<file path="src/core/rcts_pkg.sv">
/*
  Package for the reference clock trim, clock status and fast RC self-tune block.
  Holds register offsets, field positions, codes and timing counts.
  Assumes a 50 MHz bus clock and 32-bit APB.
*/
package rcts_pkg;
  // Register byte offsets
  localparam logic [7:0] OFF_REF_CON  = 8'h00;
  localparam logic [7:0] OFF_REF_TRIM = 8'h04;
  localparam logic [7:0] OFF_STATUS   = 8'h08;
  localparam logic [7:0] OFF_TUNE     = 8'h0c;
  localparam logic [7:0] OFF_UNLOCK   = 8'h10;
  localparam logic [7:0] OFF_TUNE_ST  = 8'h14;

  // Reference control fields
  localparam int REF_DIV_LSB   = 16;
  localparam int REF_DIV_W     = 15;
  localparam int REF_ON_BIT    = 15;
  localparam int REF_STOP_IN_IDLE_BIT  = 13;
  localparam int REF_OE_BIT    = 12;
  localparam int REF_REFCLK_RUN_IN_SLEEP_BIT  = 11;
  localparam int REF_SWREQ_BIT = 9;
  localparam int REF_ACT_BIT   = 8;
  localparam int REF_SEL_W     = 4;

  // Trim field
  localparam int TRIM_LSB = 23;
  localparam int TRIM_W   = 9;

  // Status bits
  localparam int ST_PLL_LOCK  = 7;
  localparam int ST_USB       = 6;
  localparam int ST_LOW_POWER_RC_OSCILLATOR      = 5;
  localparam int ST_SECONDARY_OSCILLATOR      = 4;
  localparam int ST_PRIMARY_OSCILLATOR      = 2;
  localparam int ST_PLLDIV    = 1;
  localparam int ST_FRC       = 0;
  localparam int ST_RSVD_ONE  = 8;

  // Tuning register fields
  localparam int TUN_ON_BIT    = 15;
  localparam int TUN_STOP_IN_IDLE_BIT  = 13;
  localparam int TUN_SRC_BIT   = 12;
  localparam int TUN_LOCK_BIT  = 11;
  localparam int TUN_POL_BIT   = 10;
  localparam int TUN_TUNE_OUT_OF_RANGE_BIT  = 9;
  localparam int TUN_RANGE_IRQ_POLARITY_BIT = 8;
  localparam int TUN_W         = 6;

  // Source select codes
  localparam logic [3:0] SEL_SYSTEM_CLOCK = 4'h0;
  localparam logic [3:0] SEL_PRIMARY_OSCILLATOR   = 4'h2;
  localparam logic [3:0] SEL_FRC    = 4'h3;
  localparam logic [3:0] SEL_LOW_POWER_RC_OSCILLATOR   = 4'h4;
  localparam logic [3:0] SEL_SECONDARY_OSCILLATOR   = 4'h5;
  localparam logic [3:0] SEL_VCO    = 4'h7;

  // Unlock keys, values arbitrary
  localparam logic [31:0] UNLOCK_KEY1 = 32'haa99_6655;
  localparam logic [31:0] UNLOCK_KEY2 = 32'h5566_99aa;

  // Tuning code limits
  localparam logic [5:0] TUN_MAX = 6'h1f;
  localparam logic [5:0] TUN_MIN = 6'h20;

  // Self-tune window and lock band (0.2 % of 8 MHz window counts)
  localparam int WIN_REF_EDGES   = 16;
  localparam int LOCK_TOL_PERMIL = 2;
  localparam int FRC_PER_WIN     = 4096;
  localparam logic [15:0] FRC_EXPECT = 16'(FRC_PER_WIN);
  localparam logic [15:0] LOCK_TOL   = 16'(FRC_PER_WIN * LOCK_TOL_PERMIL / 1000);
  localparam logic [15:0] RANGE_TOL  = 16'(FRC_PER_WIN * 3 / 100);
endpackage

</file>
<file path="src/core/rcts_top.sv">
/*
  Reference clock source/trim control, clock-ready status and fast RC self-tune
  loop behind an APB slave. Oscillators, PLL and divider datapath sit outside;
  their ready levels, edge strobes and power-mode flags arrive synchronous to I_CLK.
*/
`timescale 1ns/1ps
module rcts_top (
  // Clock, reset, enable
  input  wire logic        I_CLK,
  input  wire logic        I_RST_B,
  input  wire logic        I_CE,
  // APB slave
  input  wire logic        I_PSEL,
  input  wire logic        I_PENABLE,
  input  wire logic        I_PWRITE,
  input  wire logic [7:0]  I_PADDR,
  input  wire logic [31:0] I_PWDATA,
  output logic      [31:0] O_PRDATA,
  output logic             O_PREADY,
  output logic             O_PSLVERR,
  // Oscillator status levels
  input  wire logic        I_PLL_LOCK_READY,
  input  wire logic        I_USB_OSC_READY,
  input  wire logic        I_LOW_POWER_RC_OSCILLATOR_EN,
  input  wire logic        I_FRC_EN,
  input  wire logic        I_SECONDARY_OSCILLATOR_EN,
  input  wire logic        I_SECONDARY_OSCILLATOR_OST_DONE,
  input  wire logic        I_PRIMARY_OSCILLATOR_EN,
  input  wire logic        I_PRIMARY_OSCILLATOR_OST_DONE,
  input  wire logic        I_PLLDIV_EN,
  input  wire logic        I_PLLDIV_TMR_DONE,
  // Power modes and reference divider handshake
  input  wire logic        I_IDLE,
  input  wire logic        I_SLEEP,
  input  wire logic        I_REF_ACTIVE,
  input  wire logic        I_REF_OUT_EDGE,
  // Self-tune edge strobes
  input  wire logic        I_FRC_TICK,
  input  wire logic        I_USB_REF_TICK,
  input  wire logic        I_SECONDARY_OSCILLATOR_REF_TICK,
  // Reference divider controls
  output logic [3:0]       O_REF_SOURCE_SELECT,
  output logic [14:0]      O_REF_INTEGER_DIVIDER,
  output logic [8:0]       O_REF_FRACTION_TRIM,
  output logic             O_REF_ENABLE,
  output logic             O_REF_PIN_OE,
  output logic             O_REF_RUN,
  // Fast RC tuning
  output logic [5:0]       O_FAST_RC_TUNE_CODE,
  output logic             O_LOCK_IRQ,
  output logic             O_RANGE_IRQ
);
  logic        acc_w, acc_r;
  logic        ref_on_q, ref_stop_in_idle_q, ref_oe_q, ref_refclk_run_in_sleep_q, sw_req_q;
  logic [3:0]  sel_q;
  logic [14:0] div_q;
  logic [8:0]  trim_q;
  logic [1:0]  unlk_q;
  logic        tune_on_q, tune_stop_in_idle_q, tune_src_q, lock_pol_q, rng_pol_q;
  logic        lock_q, tune_out_of_range_q;
  logic [5:0]  tun_q;
  logic [15:0] frc_cnt_q;
  logic [4:0]  ref_cnt_q;
  logic        tune_run;
  logic        ref_tick;
  logic [31:0] rd_d;
  logic        unlocked;

  assign acc_w    = I_PSEL & I_PENABLE & I_PWRITE & I_CE;
  assign acc_r    = I_PSEL & I_PENABLE & ~I_PWRITE & I_CE;
  assign unlocked = unlk_q == 2'd2;

  // Reference control register
  always_ff @(posedge I_CLK or negedge I_RST_B) begin
    if (!I_RST_B) begin
      ref_on_q   <= 1'b0;
      ref_stop_in_idle_q <= 1'b0;
      ref_oe_q   <= 1'b0;
      ref_refclk_run_in_sleep_q <= 1'b0;
      sel_q      <= 4'h0;
      div_q      <= 15'h0000;
    end else if (acc_w && I_PADDR == rcts_pkg::OFF_REF_CON) begin
      ref_on_q   <= I_PWDATA[rcts_pkg::REF_ON_BIT];
      ref_stop_in_idle_q <= I_PWDATA[rcts_pkg::REF_STOP_IN_IDLE_BIT];
      ref_oe_q   <= I_PWDATA[rcts_pkg::REF_OE_BIT];
      ref_refclk_run_in_sleep_q <= I_PWDATA[rcts_pkg::REF_REFCLK_RUN_IN_SLEEP_BIT];
      sel_q      <= I_PWDATA[rcts_pkg::REF_SEL_W-1:0];
      div_q      <= I_PWDATA[rcts_pkg::REF_DIV_LSB +: rcts_pkg::REF_DIV_W];
    end
  end

  // Divider switch request: software sets, hardware clears on an output edge or while the reference is off
  always_ff @(posedge I_CLK or negedge I_RST_B) begin
    if (!I_RST_B) begin
      sw_req_q <= 1'b0;
    end else if (I_CE) begin
      if (acc_w && I_PADDR == rcts_pkg::OFF_REF_CON && I_PWDATA[rcts_pkg::REF_SWREQ_BIT]) begin
        sw_req_q <= 1'b1;
      end else if (sw_req_q && (!ref_on_q || I_REF_OUT_EDGE)) begin
        sw_req_q <= 1'b0;
      end
    end
  end

  // Trim register; applied copy feeds the divider
  always_ff @(posedge I_CLK or negedge I_RST_B) begin
    if (!I_RST_B) begin
      trim_q <= 9'h000;
    end else if (acc_w && I_PADDR == rcts_pkg::OFF_REF_TRIM) begin
      trim_q <= I_PWDATA[rcts_pkg::TRIM_LSB +: rcts_pkg::TRIM_W];
    end
  end

  always_ff @(posedge I_CLK or negedge I_RST_B) begin
    if (!I_RST_B) begin
      O_REF_FRACTION_TRIM   <= 9'h000;
      O_REF_INTEGER_DIVIDER <= 15'h0000;
    end else if (I_CE) begin
      // Glitch-free: a running divider only reloads on its own output edge
      if (!ref_on_q || (sw_req_q && I_REF_OUT_EDGE)) begin
        O_REF_INTEGER_DIVIDER <= div_q;
        O_REF_FRACTION_TRIM   <= (div_q == 15'h0000) ? 9'h000 : trim_q;
      end
    end
  end

  // Reference enables toward the divider
  always_ff @(posedge I_CLK or negedge I_RST_B) begin
    if (!I_RST_B) begin
      O_REF_SOURCE_SELECT <= 4'h0;
      O_REF_ENABLE        <= 1'b0;
      O_REF_PIN_OE        <= 1'b0;
      O_REF_RUN           <= 1'b0;
    end else if (I_CE) begin
      O_REF_SOURCE_SELECT <= sel_q;
      O_REF_ENABLE        <= ref_on_q;
      O_REF_PIN_OE        <= ref_oe_q;
      // System_clock source stops with the core anyway, so run-in-sleep means nothing
      O_REF_RUN <= ref_on_q && !(I_IDLE && ref_stop_in_idle_q)
                   && !(I_SLEEP && (sel_q == rcts_pkg::SEL_SYSTEM_CLOCK || !ref_refclk_run_in_sleep_q));
    end
  end

  // Unlock sequence: two keys, then one tuning write
  always_ff @(posedge I_CLK or negedge I_RST_B) begin
    if (!I_RST_B) begin
      unlk_q <= 2'd0;
    end else if (acc_w) begin
      if (I_PADDR == rcts_pkg::OFF_UNLOCK && I_PWDATA == rcts_pkg::UNLOCK_KEY1) begin
        unlk_q <= 2'd1;
      end else if (I_PADDR == rcts_pkg::OFF_UNLOCK && I_PWDATA == rcts_pkg::UNLOCK_KEY2 && unlk_q == 2'd1) begin
        unlk_q <= 2'd2;
      end else begin
        unlk_q <= 2'd0;
      end
    end
  end

  // Tuning control bits
  always_ff @(posedge I_CLK or negedge I_RST_B) begin
    if (!I_RST_B) begin
      tune_on_q   <= 1'b0;
      tune_stop_in_idle_q <= 1'b0;
      tune_src_q  <= 1'b0;
      lock_pol_q  <= 1'b0;
      rng_pol_q   <= 1'b0;
    end else if (acc_w && I_PADDR == rcts_pkg::OFF_TUNE && unlocked) begin
      tune_on_q   <= I_PWDATA[rcts_pkg::TUN_ON_BIT];
      tune_stop_in_idle_q <= I_PWDATA[rcts_pkg::TUN_STOP_IN_IDLE_BIT];
      tune_src_q  <= I_PWDATA[rcts_pkg::TUN_SRC_BIT];
      lock_pol_q  <= I_PWDATA[rcts_pkg::TUN_POL_BIT];
      rng_pol_q   <= I_PWDATA[rcts_pkg::TUN_RANGE_IRQ_POLARITY_BIT];
    end
  end

  assign tune_run = tune_on_q && !(I_IDLE && tune_stop_in_idle_q);
  assign ref_tick = tune_src_q ? I_USB_REF_TICK : I_SECONDARY_OSCILLATOR_REF_TICK;

  // Window counters: fixed count of reference edges, fast RC edges counted
  always_ff @(posedge I_CLK or negedge I_RST_B) begin
    if (!I_RST_B) begin
      frc_cnt_q <= 16'h0000;
      ref_cnt_q <= 5'h00;
    end else if (I_CE) begin
      if (!tune_run) begin
        frc_cnt_q <= 16'h0000;
        ref_cnt_q <= 5'h00;
      end else if (ref_tick && ref_cnt_q == 5'(rcts_pkg::WIN_REF_EDGES - 1)) begin
        frc_cnt_q <= 16'h0000;
        ref_cnt_q <= 5'h00;
      end else begin
        frc_cnt_q <= frc_cnt_q + 16'(I_FRC_TICK);
        ref_cnt_q <= ref_cnt_q + 5'(ref_tick);
      end
    end
  end

  logic        win_end;
  logic        fast, slow;
  logic [15:0] err;
  assign win_end = tune_run && ref_tick && ref_cnt_q == 5'(rcts_pkg::WIN_REF_EDGES - 1);
  assign fast    = frc_cnt_q > rcts_pkg::FRC_EXPECT;
  assign slow    = frc_cnt_q < rcts_pkg::FRC_EXPECT;
  assign err     = fast ? frc_cnt_q - rcts_pkg::FRC_EXPECT : rcts_pkg::FRC_EXPECT - frc_cnt_q;

  // Tuning code: hardware steps it while self-tune is on, else software owns it
  always_ff @(posedge I_CLK or negedge I_RST_B) begin
    if (!I_RST_B) begin
      tun_q  <= 6'h00;
      lock_q <= 1'b0;
      tune_out_of_range_q <= 1'b0;
    end else if (I_CE) begin
      if (!tune_on_q) begin
        lock_q <= 1'b0;
        tune_out_of_range_q <= 1'b0;
        if (acc_w && I_PADDR == rcts_pkg::OFF_TUNE && unlocked) begin
          tun_q <= I_PWDATA[rcts_pkg::TUN_W-1:0];
        end
      end else if (win_end) begin
        lock_q <= err <= rcts_pkg::LOCK_TOL;
        tune_out_of_range_q <= err > rcts_pkg::RANGE_TOL;
        if (err > rcts_pkg::LOCK_TOL && err <= rcts_pkg::RANGE_TOL) begin
          // Signed code: saturate at 011111 and 100000
          if (slow && tun_q != rcts_pkg::TUN_MAX) begin
            tun_q <= tun_q + 6'h01;
          end else if (fast && tun_q != rcts_pkg::TUN_MIN) begin
            tun_q <= tun_q - 6'h01;
          end
        end
      end
    end
  end

  // Tuning code and interrupt levels out
  always_ff @(posedge I_CLK or negedge I_RST_B) begin
    if (!I_RST_B) begin
      O_FAST_RC_TUNE_CODE <= 6'h00;
      O_LOCK_IRQ          <= 1'b0;
      O_RANGE_IRQ         <= 1'b0;
    end else if (I_CE) begin
      O_FAST_RC_TUNE_CODE <= tun_q;
      O_LOCK_IRQ          <= tune_on_q && (lock_q == !lock_pol_q);
      O_RANGE_IRQ         <= tune_on_q && (tune_out_of_range_q == !rng_pol_q);
    end
  end

  // Read mux
  always_comb begin
    rd_d = 32'h0000_0000;
    case (I_PADDR)
      rcts_pkg::OFF_REF_CON: begin
        rd_d[rcts_pkg::REF_DIV_LSB +: rcts_pkg::REF_DIV_W] = div_q;
        rd_d[rcts_pkg::REF_ON_BIT]    = ref_on_q;
        rd_d[rcts_pkg::REF_STOP_IN_IDLE_BIT]  = ref_stop_in_idle_q;
        rd_d[rcts_pkg::REF_OE_BIT]    = ref_oe_q;
        rd_d[rcts_pkg::REF_REFCLK_RUN_IN_SLEEP_BIT]  = ref_refclk_run_in_sleep_q;
        rd_d[rcts_pkg::REF_SWREQ_BIT] = sw_req_q;
        rd_d[rcts_pkg::REF_ACT_BIT]   = I_REF_ACTIVE;
        rd_d[3:0]                     = sel_q;
      end
      rcts_pkg::OFF_REF_TRIM: begin
        rd_d[rcts_pkg::TRIM_LSB +: rcts_pkg::TRIM_W] = trim_q;
      end
      rcts_pkg::OFF_STATUS: begin
        rd_d[rcts_pkg::ST_RSVD_ONE] = 1'b1;
        rd_d[rcts_pkg::ST_PLL_LOCK] = I_PLL_LOCK_READY;
        rd_d[rcts_pkg::ST_USB]      = I_USB_OSC_READY;
        rd_d[rcts_pkg::ST_LOW_POWER_RC_OSCILLATOR]     = I_LOW_POWER_RC_OSCILLATOR_EN;
        rd_d[rcts_pkg::ST_FRC]      = I_FRC_EN;
        rd_d[rcts_pkg::ST_SECONDARY_OSCILLATOR]     = I_SECONDARY_OSCILLATOR_EN & I_SECONDARY_OSCILLATOR_OST_DONE;
        rd_d[rcts_pkg::ST_PRIMARY_OSCILLATOR]     = I_PRIMARY_OSCILLATOR_EN & I_PRIMARY_OSCILLATOR_OST_DONE;
        rd_d[rcts_pkg::ST_PLLDIV]   = I_PLLDIV_EN & I_PLLDIV_TMR_DONE;
      end
      rcts_pkg::OFF_TUNE: begin
        rd_d[rcts_pkg::TUN_ON_BIT]    = tune_on_q;
        rd_d[rcts_pkg::TUN_STOP_IN_IDLE_BIT]  = tune_stop_in_idle_q;
        rd_d[rcts_pkg::TUN_SRC_BIT]   = tune_src_q;
        rd_d[rcts_pkg::TUN_LOCK_BIT]  = lock_q;
        rd_d[rcts_pkg::TUN_POL_BIT]   = lock_pol_q;
        rd_d[rcts_pkg::TUN_TUNE_OUT_OF_RANGE_BIT]  = tune_out_of_range_q;
        rd_d[rcts_pkg::TUN_RANGE_IRQ_POLARITY_BIT] = rng_pol_q;
        rd_d[rcts_pkg::TUN_W-1:0]     = tun_q;
      end
      rcts_pkg::OFF_TUNE_ST: begin
        rd_d[1:0] = unlk_q;
      end
      default: begin
        rd_d = 32'h0000_0000;
      end
    endcase
  end

  // APB answer: zero wait states, error on unmapped or misaligned address
  always_ff @(posedge I_CLK or negedge I_RST_B) begin
    if (!I_RST_B) begin
      O_PRDATA  <= 32'h0000_0000;
      O_PREADY  <= 1'b0;
      O_PSLVERR <= 1'b0;
    end else if (I_CE) begin
      O_PREADY  <= I_PSEL & ~I_PENABLE;
      O_PSLVERR <= I_PSEL & ~I_PENABLE & (I_PADDR > rcts_pkg::OFF_TUNE_ST || I_PADDR[1:0] != 2'b00);
      O_PRDATA  <= (I_PSEL & ~I_PENABLE & ~I_PWRITE) ? rd_d : O_PRDATA;
    end
  end

  logic unused_r;
  assign unused_r = acc_r;

  // Assertions
  AST_SWREQ_HOLD: assert property (@(posedge I_CLK) disable iff (!I_RST_B)
    I_CE && sw_req_q && ref_on_q && !I_REF_OUT_EDGE && !acc_w |=> sw_req_q)
    else $error("switch request dropped early");
  AST_DIV_ONLY_EDGE: assert property (@(posedge I_CLK) disable iff (!I_RST_B)
    ref_on_q && $past(ref_on_q) && $changed(O_REF_FRACTION_TRIM) |-> $past(sw_req_q && I_REF_OUT_EDGE))
    else $error("trim applied without switch edge");
  AST_TRIM_ZERO: assert property (@(posedge I_CLK) disable iff (!I_RST_B)
    O_REF_INTEGER_DIVIDER == 15'h0000 |-> O_REF_FRACTION_TRIM == 9'h000)
    else $error("trim with zero divider");
  AST_RUN_SLEEP: assert property (@(posedge I_CLK) disable iff (!I_RST_B)
    I_CE && I_SLEEP && sel_q == rcts_pkg::SEL_SYSTEM_CLOCK |=> !O_REF_RUN)
    else $error("system_clock reference ran in sleep");
  AST_TUNE_HOLD: assert property (@(posedge I_CLK) disable iff (!I_RST_B)
    tune_on_q && !win_end |=> $stable(tun_q))
    else $error("tune code moved outside window");
  AST_STEP_ONE: assert property (@(posedge I_CLK) disable iff (!I_RST_B)
    tune_on_q && $past(tune_on_q) && $changed(tun_q) |-> (tun_q - $past(tun_q) == 6'h01) || ($past(tun_q) - tun_q == 6'h01))
    else $error("tune step not one code");
  AST_IDLE_STOP: assert property (@(posedge I_CLK) disable iff (!I_RST_B)
    I_IDLE && tune_stop_in_idle_q |-> !win_end)
    else $error("tuning ran in idle");
  AST_NO_TUNE_TUNE_OUT_OF_RANGE: assert property (@(posedge I_CLK) disable iff (!I_RST_B)
    win_end && I_CE && err > rcts_pkg::RANGE_TOL |=> tune_out_of_range_q && $stable(tun_q))
    else $error("tuned while out of range");
  AST_LOCK_IRQ: assert property (@(posedge I_CLK) disable iff (!I_RST_B)
    I_CE && tune_on_q && lock_q != lock_pol_q |=> O_LOCK_IRQ)
    else $error("lock irq missing");
  AST_RANGE_IRQ: assert property (@(posedge I_CLK) disable iff (!I_RST_B)
    I_CE && tune_on_q && tune_out_of_range_q != rng_pol_q |=> O_RANGE_IRQ)
    else $error("range irq missing");
  AST_LOCKED_WR: assert property (@(posedge I_CLK) disable iff (!I_RST_B)
    !tune_on_q && !unlocked |=> $stable(tun_q))
    else $error("tune write without unlock");
  COV_SWITCH: cover property (@(posedge I_CLK) disable iff (!I_RST_B) sw_req_q ##1 !sw_req_q);
  COV_LOCK: cover property (@(posedge I_CLK) disable iff (!I_RST_B) !lock_q ##1 lock_q);
  COV_TUNE_OUT_OF_RANGE: cover property (@(posedge I_CLK) disable iff (!I_RST_B) tune_out_of_range_q);
endmodule // rcts_top

</file>
<file path="config.mk">
export PLATFORM = sky130hd
export DESIGN_NAME = rcts_top
export DESIGN_NICKNAME = d
export VERILOG_FILES = /design/src/core/rcts_pkg.sv /design/src/core/rcts_top.sv
export SDC_FILE = /design/constraint.sdc
export NUM_CORES = 1
export LEC_CHECK = 0
export ABC_CLOCK_PERIOD_IN_PS = 3100
export BUFFER_PORTS_ARGS = -buffer_cell sky130_fd_sc_hd__buf_2
export CAP_MARGIN = 20
export CORE_MARGIN = 3
export CORE_UTILIZATION = 35
export CTS_CLUSTER_SIZE = 40
export DETAILED_ROUTE_END_ITERATION = 8
export GPL_TIMING_DRIVEN = 0
export SLEW_MARGIN = 40
export SYNTH_ARGS = -nofsm -noshare
export SYNTH_HDL_FRONTEND = slang
export SYNTH_SLANG_ARGS = --single-unit
</file>
<file path="constraint.sdc">
create_clock -name I_CLK -period 3.1 [get_ports I_CLK]
set_input_delay 0.465 -clock I_CLK [delete_from_list [all_inputs] [get_ports I_CLK]]
set_output_delay 0.465 -clock I_CLK [all_outputs]
set_load 0.01 [all_outputs]
</file>
==> results by group <==
Route
  • DR WL/cell: 19.2 um
  • Drt first-iter violations: 301
  • Routed vias/inst: 5.30
  • TritonRoute pass-1 iters: 4
  • ANT nets after route: 0
  • Via count: just under 6000
  • Final wirelength: roughly 21000 um
  • DRC: 0

Clock tree
  • Num CTS Buffers: 17
  • Clk Latency, worst-skew pair: 420 ps
  • TritonCTS Sinks: ~140
  • Worst-path clk slew: 60 ps
  • H-tree levels: 4
  • CTS tree: done
  • CTS root buffer: clkbuf_16
  • Clock buffer depth: 2

Die
  • # IOs: 136
  • Core ar.: around 20000 um2
  • Die area: ~22000 um2
  • Die W: between 100 and 150 um
  • Initial Util: 0.359
  • Die H: 148 um
  • Site row count: just over 50

Power
  • LEAKAGE: 4.38 nW
  • Maximum vdd drop: 0.000365 V
  • Pwr Total: 4.32 mW
  • Power density over the cells: 481 nW/um2

Placed design
  • Placer Congestion: 0.856
  • PortBufs: 133
  • Place WS: -683 ps
  • Detailed placer's ending HPWL: 15500 um
  • Post-Place Cell Area: approximately 8100 um2

Setup path
  • Critical Path RT: 3400 ps
  • Slowest CP cell: dfrtp_2
  • Crit start category: flop
  • Crit path cell chain: inv_2 -> ha_2 -> nor3b_4 -> nand4_1 -> buf_4 -> a22oi_1 -> a21oi_1 -> nor2_1 -> nand4_1 -> a2111oi_4 -> buf_6 -> mux2_2
  • Setup crit start: frc_cnt_q[0]
  • Crit path DAT: 3310 ps
  • R2R Path Start: frc_cnt_q[0]
  • CP max FO: 6
  • CP bufs+invs: 3
  • Setup CP Type: flop to flop
  • R2R depth: 12
  • Reg-to-Reg End: tun_q[5]
  • Slowest Stage Delay on Critical Path: approximately 420 ps
  • Family with the most delay on the worst path: simple AND/OR/NAND/NOR gates
  • Worst path most repeated cell: nand4_1
  • Flop2flop setup slack: between 90 and 100 ps
  • Worst setup EP type: flop

Yosys
  • Post-synth EDFFs: 0
  • Seq cells post-synth: 141
  • Mean Syn Cell Area: between 10 and 15 um2
  • YS warnings: 0
  • Async SR Flop Fraction: 1.00
  • Sequential share of the synthesized area: 0.500
  • Cell area after synthesis: around 7100 um2
  • Main synth FF type: dfrtp_1
  • Synthesized net count: 740
  • Cells after synthesis: 662
  • Synth unique cells: 59

Timing
  • Final setup violation count: 0
  • WHS: 273 ps
  • Actual slew at the worst max-slew pin: 727 ps
  • Post-Route Setup TNS: 0 ps
  • Setup WS post-layout: 90.3 ps
  • Final Max Slew Viols: 0
  • Slew headroom: 0.515
  • Final period util: 0.971
  • Maximum clock frequency: 0.332 GHz
  • Final Critical Period: around 3000 ps
  • Hold Fails Final Rpt: 0
  • Final Skew: 6.74 ps

Worst hold path
  • Hold Path Class: primary input to flop
  • Hold Startpoint: I_PLL_LOCK_READY
  • Hold endpoint: O_PRDATA[7]
  • Hold path depth: 3

Global route
  • Antenna violations before repair: 4
  • Pin count of the biggest net entering global routing: between 60 and 70
  • GRT Overall Usage: 0.194
  • GR Overflow Total: 0
  • First-pass GRT wire length: 33000 um
  • Vias in the first global route: 5910

Run status
  • Status: completed

Layout
  • Syn-to-layout area delta: 27.4%
  • Design area: 8990 um2
  • Fin nets: just over 900
  • Share of cells above drive strength 1: 0.346

Run
  • Max Cap Viol: 0
## flip-flops by register name, summed over array words and instances, names as in the netlist, 6 cells and up
name and cells:
O_PRDATA 31, div_q 15, O_FAST_RC_TUNE_CODE 6, trim_q 9
O_REF_INTEGER_DIVIDER 15, O_REF_FRACTION_TRIM 9, tun_q 6, frc_cnt_q 16
## metal layers
layer | global-route usage | part of all wire | vias up
met1 | 0.253 | 0.44 | 2921
met2 | 0.315 | 0.48 | 156
li1 | - | - | 2753
met5 | 0 | 0.0016 | -
met4 | 0.0508 | 0.015 | 6
met3 | 0.0628 | 0.062 | 25
## Yosys cell counts (all sizes together) (3+ instances only)
cell type / n / area (um2)
xor2: 4 / 35.0
o21ai: 36 / 180
nor4b: 5 / 43.8
nand4: 12 / 75.1
ha: 14 / 175
and2: 3 / 18.8
a221oi: 10 / 87.6
mux2: 74 / 833
nor4: 14 / 109
nor3b: 4 / 35.0
and3: 8 / 50.1
nor4bb: 11 / 110
o31ai: 7 / 52.6
dfrtp: 141 / 3530
xnor2: 16 / 140
a21oi: 20 / 104
o2bb2ai: 4 / 35.0
nand2: 69 / 259
nor3: 10 / 50.1
inv: 15 / 56.3
nor2b: 8 / 50.1
buf: 8 / 38.8
or3: 3 / 18.8
mux2i: 6 / 60.1
a22o: 11 / 96.3
nand3: 28 / 140
a22oi: 7 / 52.6
clkbuf: 29 / 109
and4: 3 / 26.3
nor2: 50 / 188
nand3b: 3 / 22.5
## cell type report
cell class                 count  area [um2]
buffer                        36         150
inverter                      15        56.3
timing repair buffer         147         827
clock buffer                  18         439
antenna                        1        2.50
multi-input combinational    469        3470
sequential                   141        3530
fill                        1927       10700
clock inverter                14         183
tap                          265         332
## logic make-up (layout without fill, tap and decap cells)
group,after synthesis,after routing,synth area share
flip-flops,141,141,0.500
AND/OR/NAND/NOR,239,239,0.179
XOR/XNOR,20,20,0.0248
adder cells (fa/ha/maj),15,15,0.0277
buffers and inverters,52,230,0.0289
AO/OA/AOI/OAI,114,114,0.112
other,1,2,0.000531
multiplexers,80,80,0.127
## per-stage QoR
| stage | instances | util |
|---|---|---|
| floorplan | 662 | - |
| global placement | 1060 | 0.410 |
| detailed placement | 1062 | 0.414 |
| CTS | 1099 | 0.450 |
| global route | 1106 | 0.457 |
| finish | 1106 | 0.457 |
## cell usage in the layout, fill, tap and decap left out, types with 8 or more instances in the layout
cell type  Yosys  final
dfrtp_1      141    138
buf_2          4    135
mux2_2        73     73
nand2_1       69     68
nor2_1        50     48
o21ai_0       36     34
clkbuf_1      29     28
nand3_1       28     26
a21oi_1       19     19
clkbuf_16      0     17
xnor2_1       16     16
nand4_1       12     12
ha_1          14     12
inv_1         15     11
a22o_1        11     11
buf_4          1     11
nor3_1        10     10
nor4bb_1      11     10
a221oi_1      10     10
nor4_1        12      9
and3_1         8      8
nor2b_1        8      8
## power breakdown
| part | internal, mW | total [mW] | leakage [nW] | switching [mW] |
|---|---|---|---|---|
| combinational | 0.105 | 0.276 | 2.14 | 0.171 |
| sequential | 1.87 | 1.89 | 1.94 | 0.0204 |
| clock | 1.30 | 2.15 | 0.300 | 0.849 |
## worst max path at each step
| stage | endpoint | slack [ps] | cells after the start |
|---|---|---|---|
| final | tun_q[5] | 90 | 12 |
| after global routing | tun_q[5] | -40 | 10 |
| after CTS | tun_q[0] | 20 | 12 |
| after detailed placement | tun_q[5] | -680 | 9 |
| after global placement | tun_q[1] | -660 | 9 |
| after floorplan | tun_q[5] | 100 | 11 |
## repair_timing
item | 4_1_cts | 5_1_grt
endpoints found under the setup margin | 7 | 6
pin swaps | 3 | 6
setup buffers | 4 | 7
resized for setup | 14 | 23
gates cloned | 0 | 0
hold buffers | 1 | 0
endpoints found under the hold margin | 32 | 0
## worst reg2reg max path: stages (launching register included)
cell	delay [ps]
dfrtp_2	420
inv_2	90
ha_2	210
nor3b_4	310
nand4_1	140
buf_4	200
a22oi_1	180
a21oi_1	80
nor2_1	110
nand4_1	210
a2111oi_4	420
buf_6	180
mux2_2	330
No activity file was read; power rests on OpenSTA's default activity.
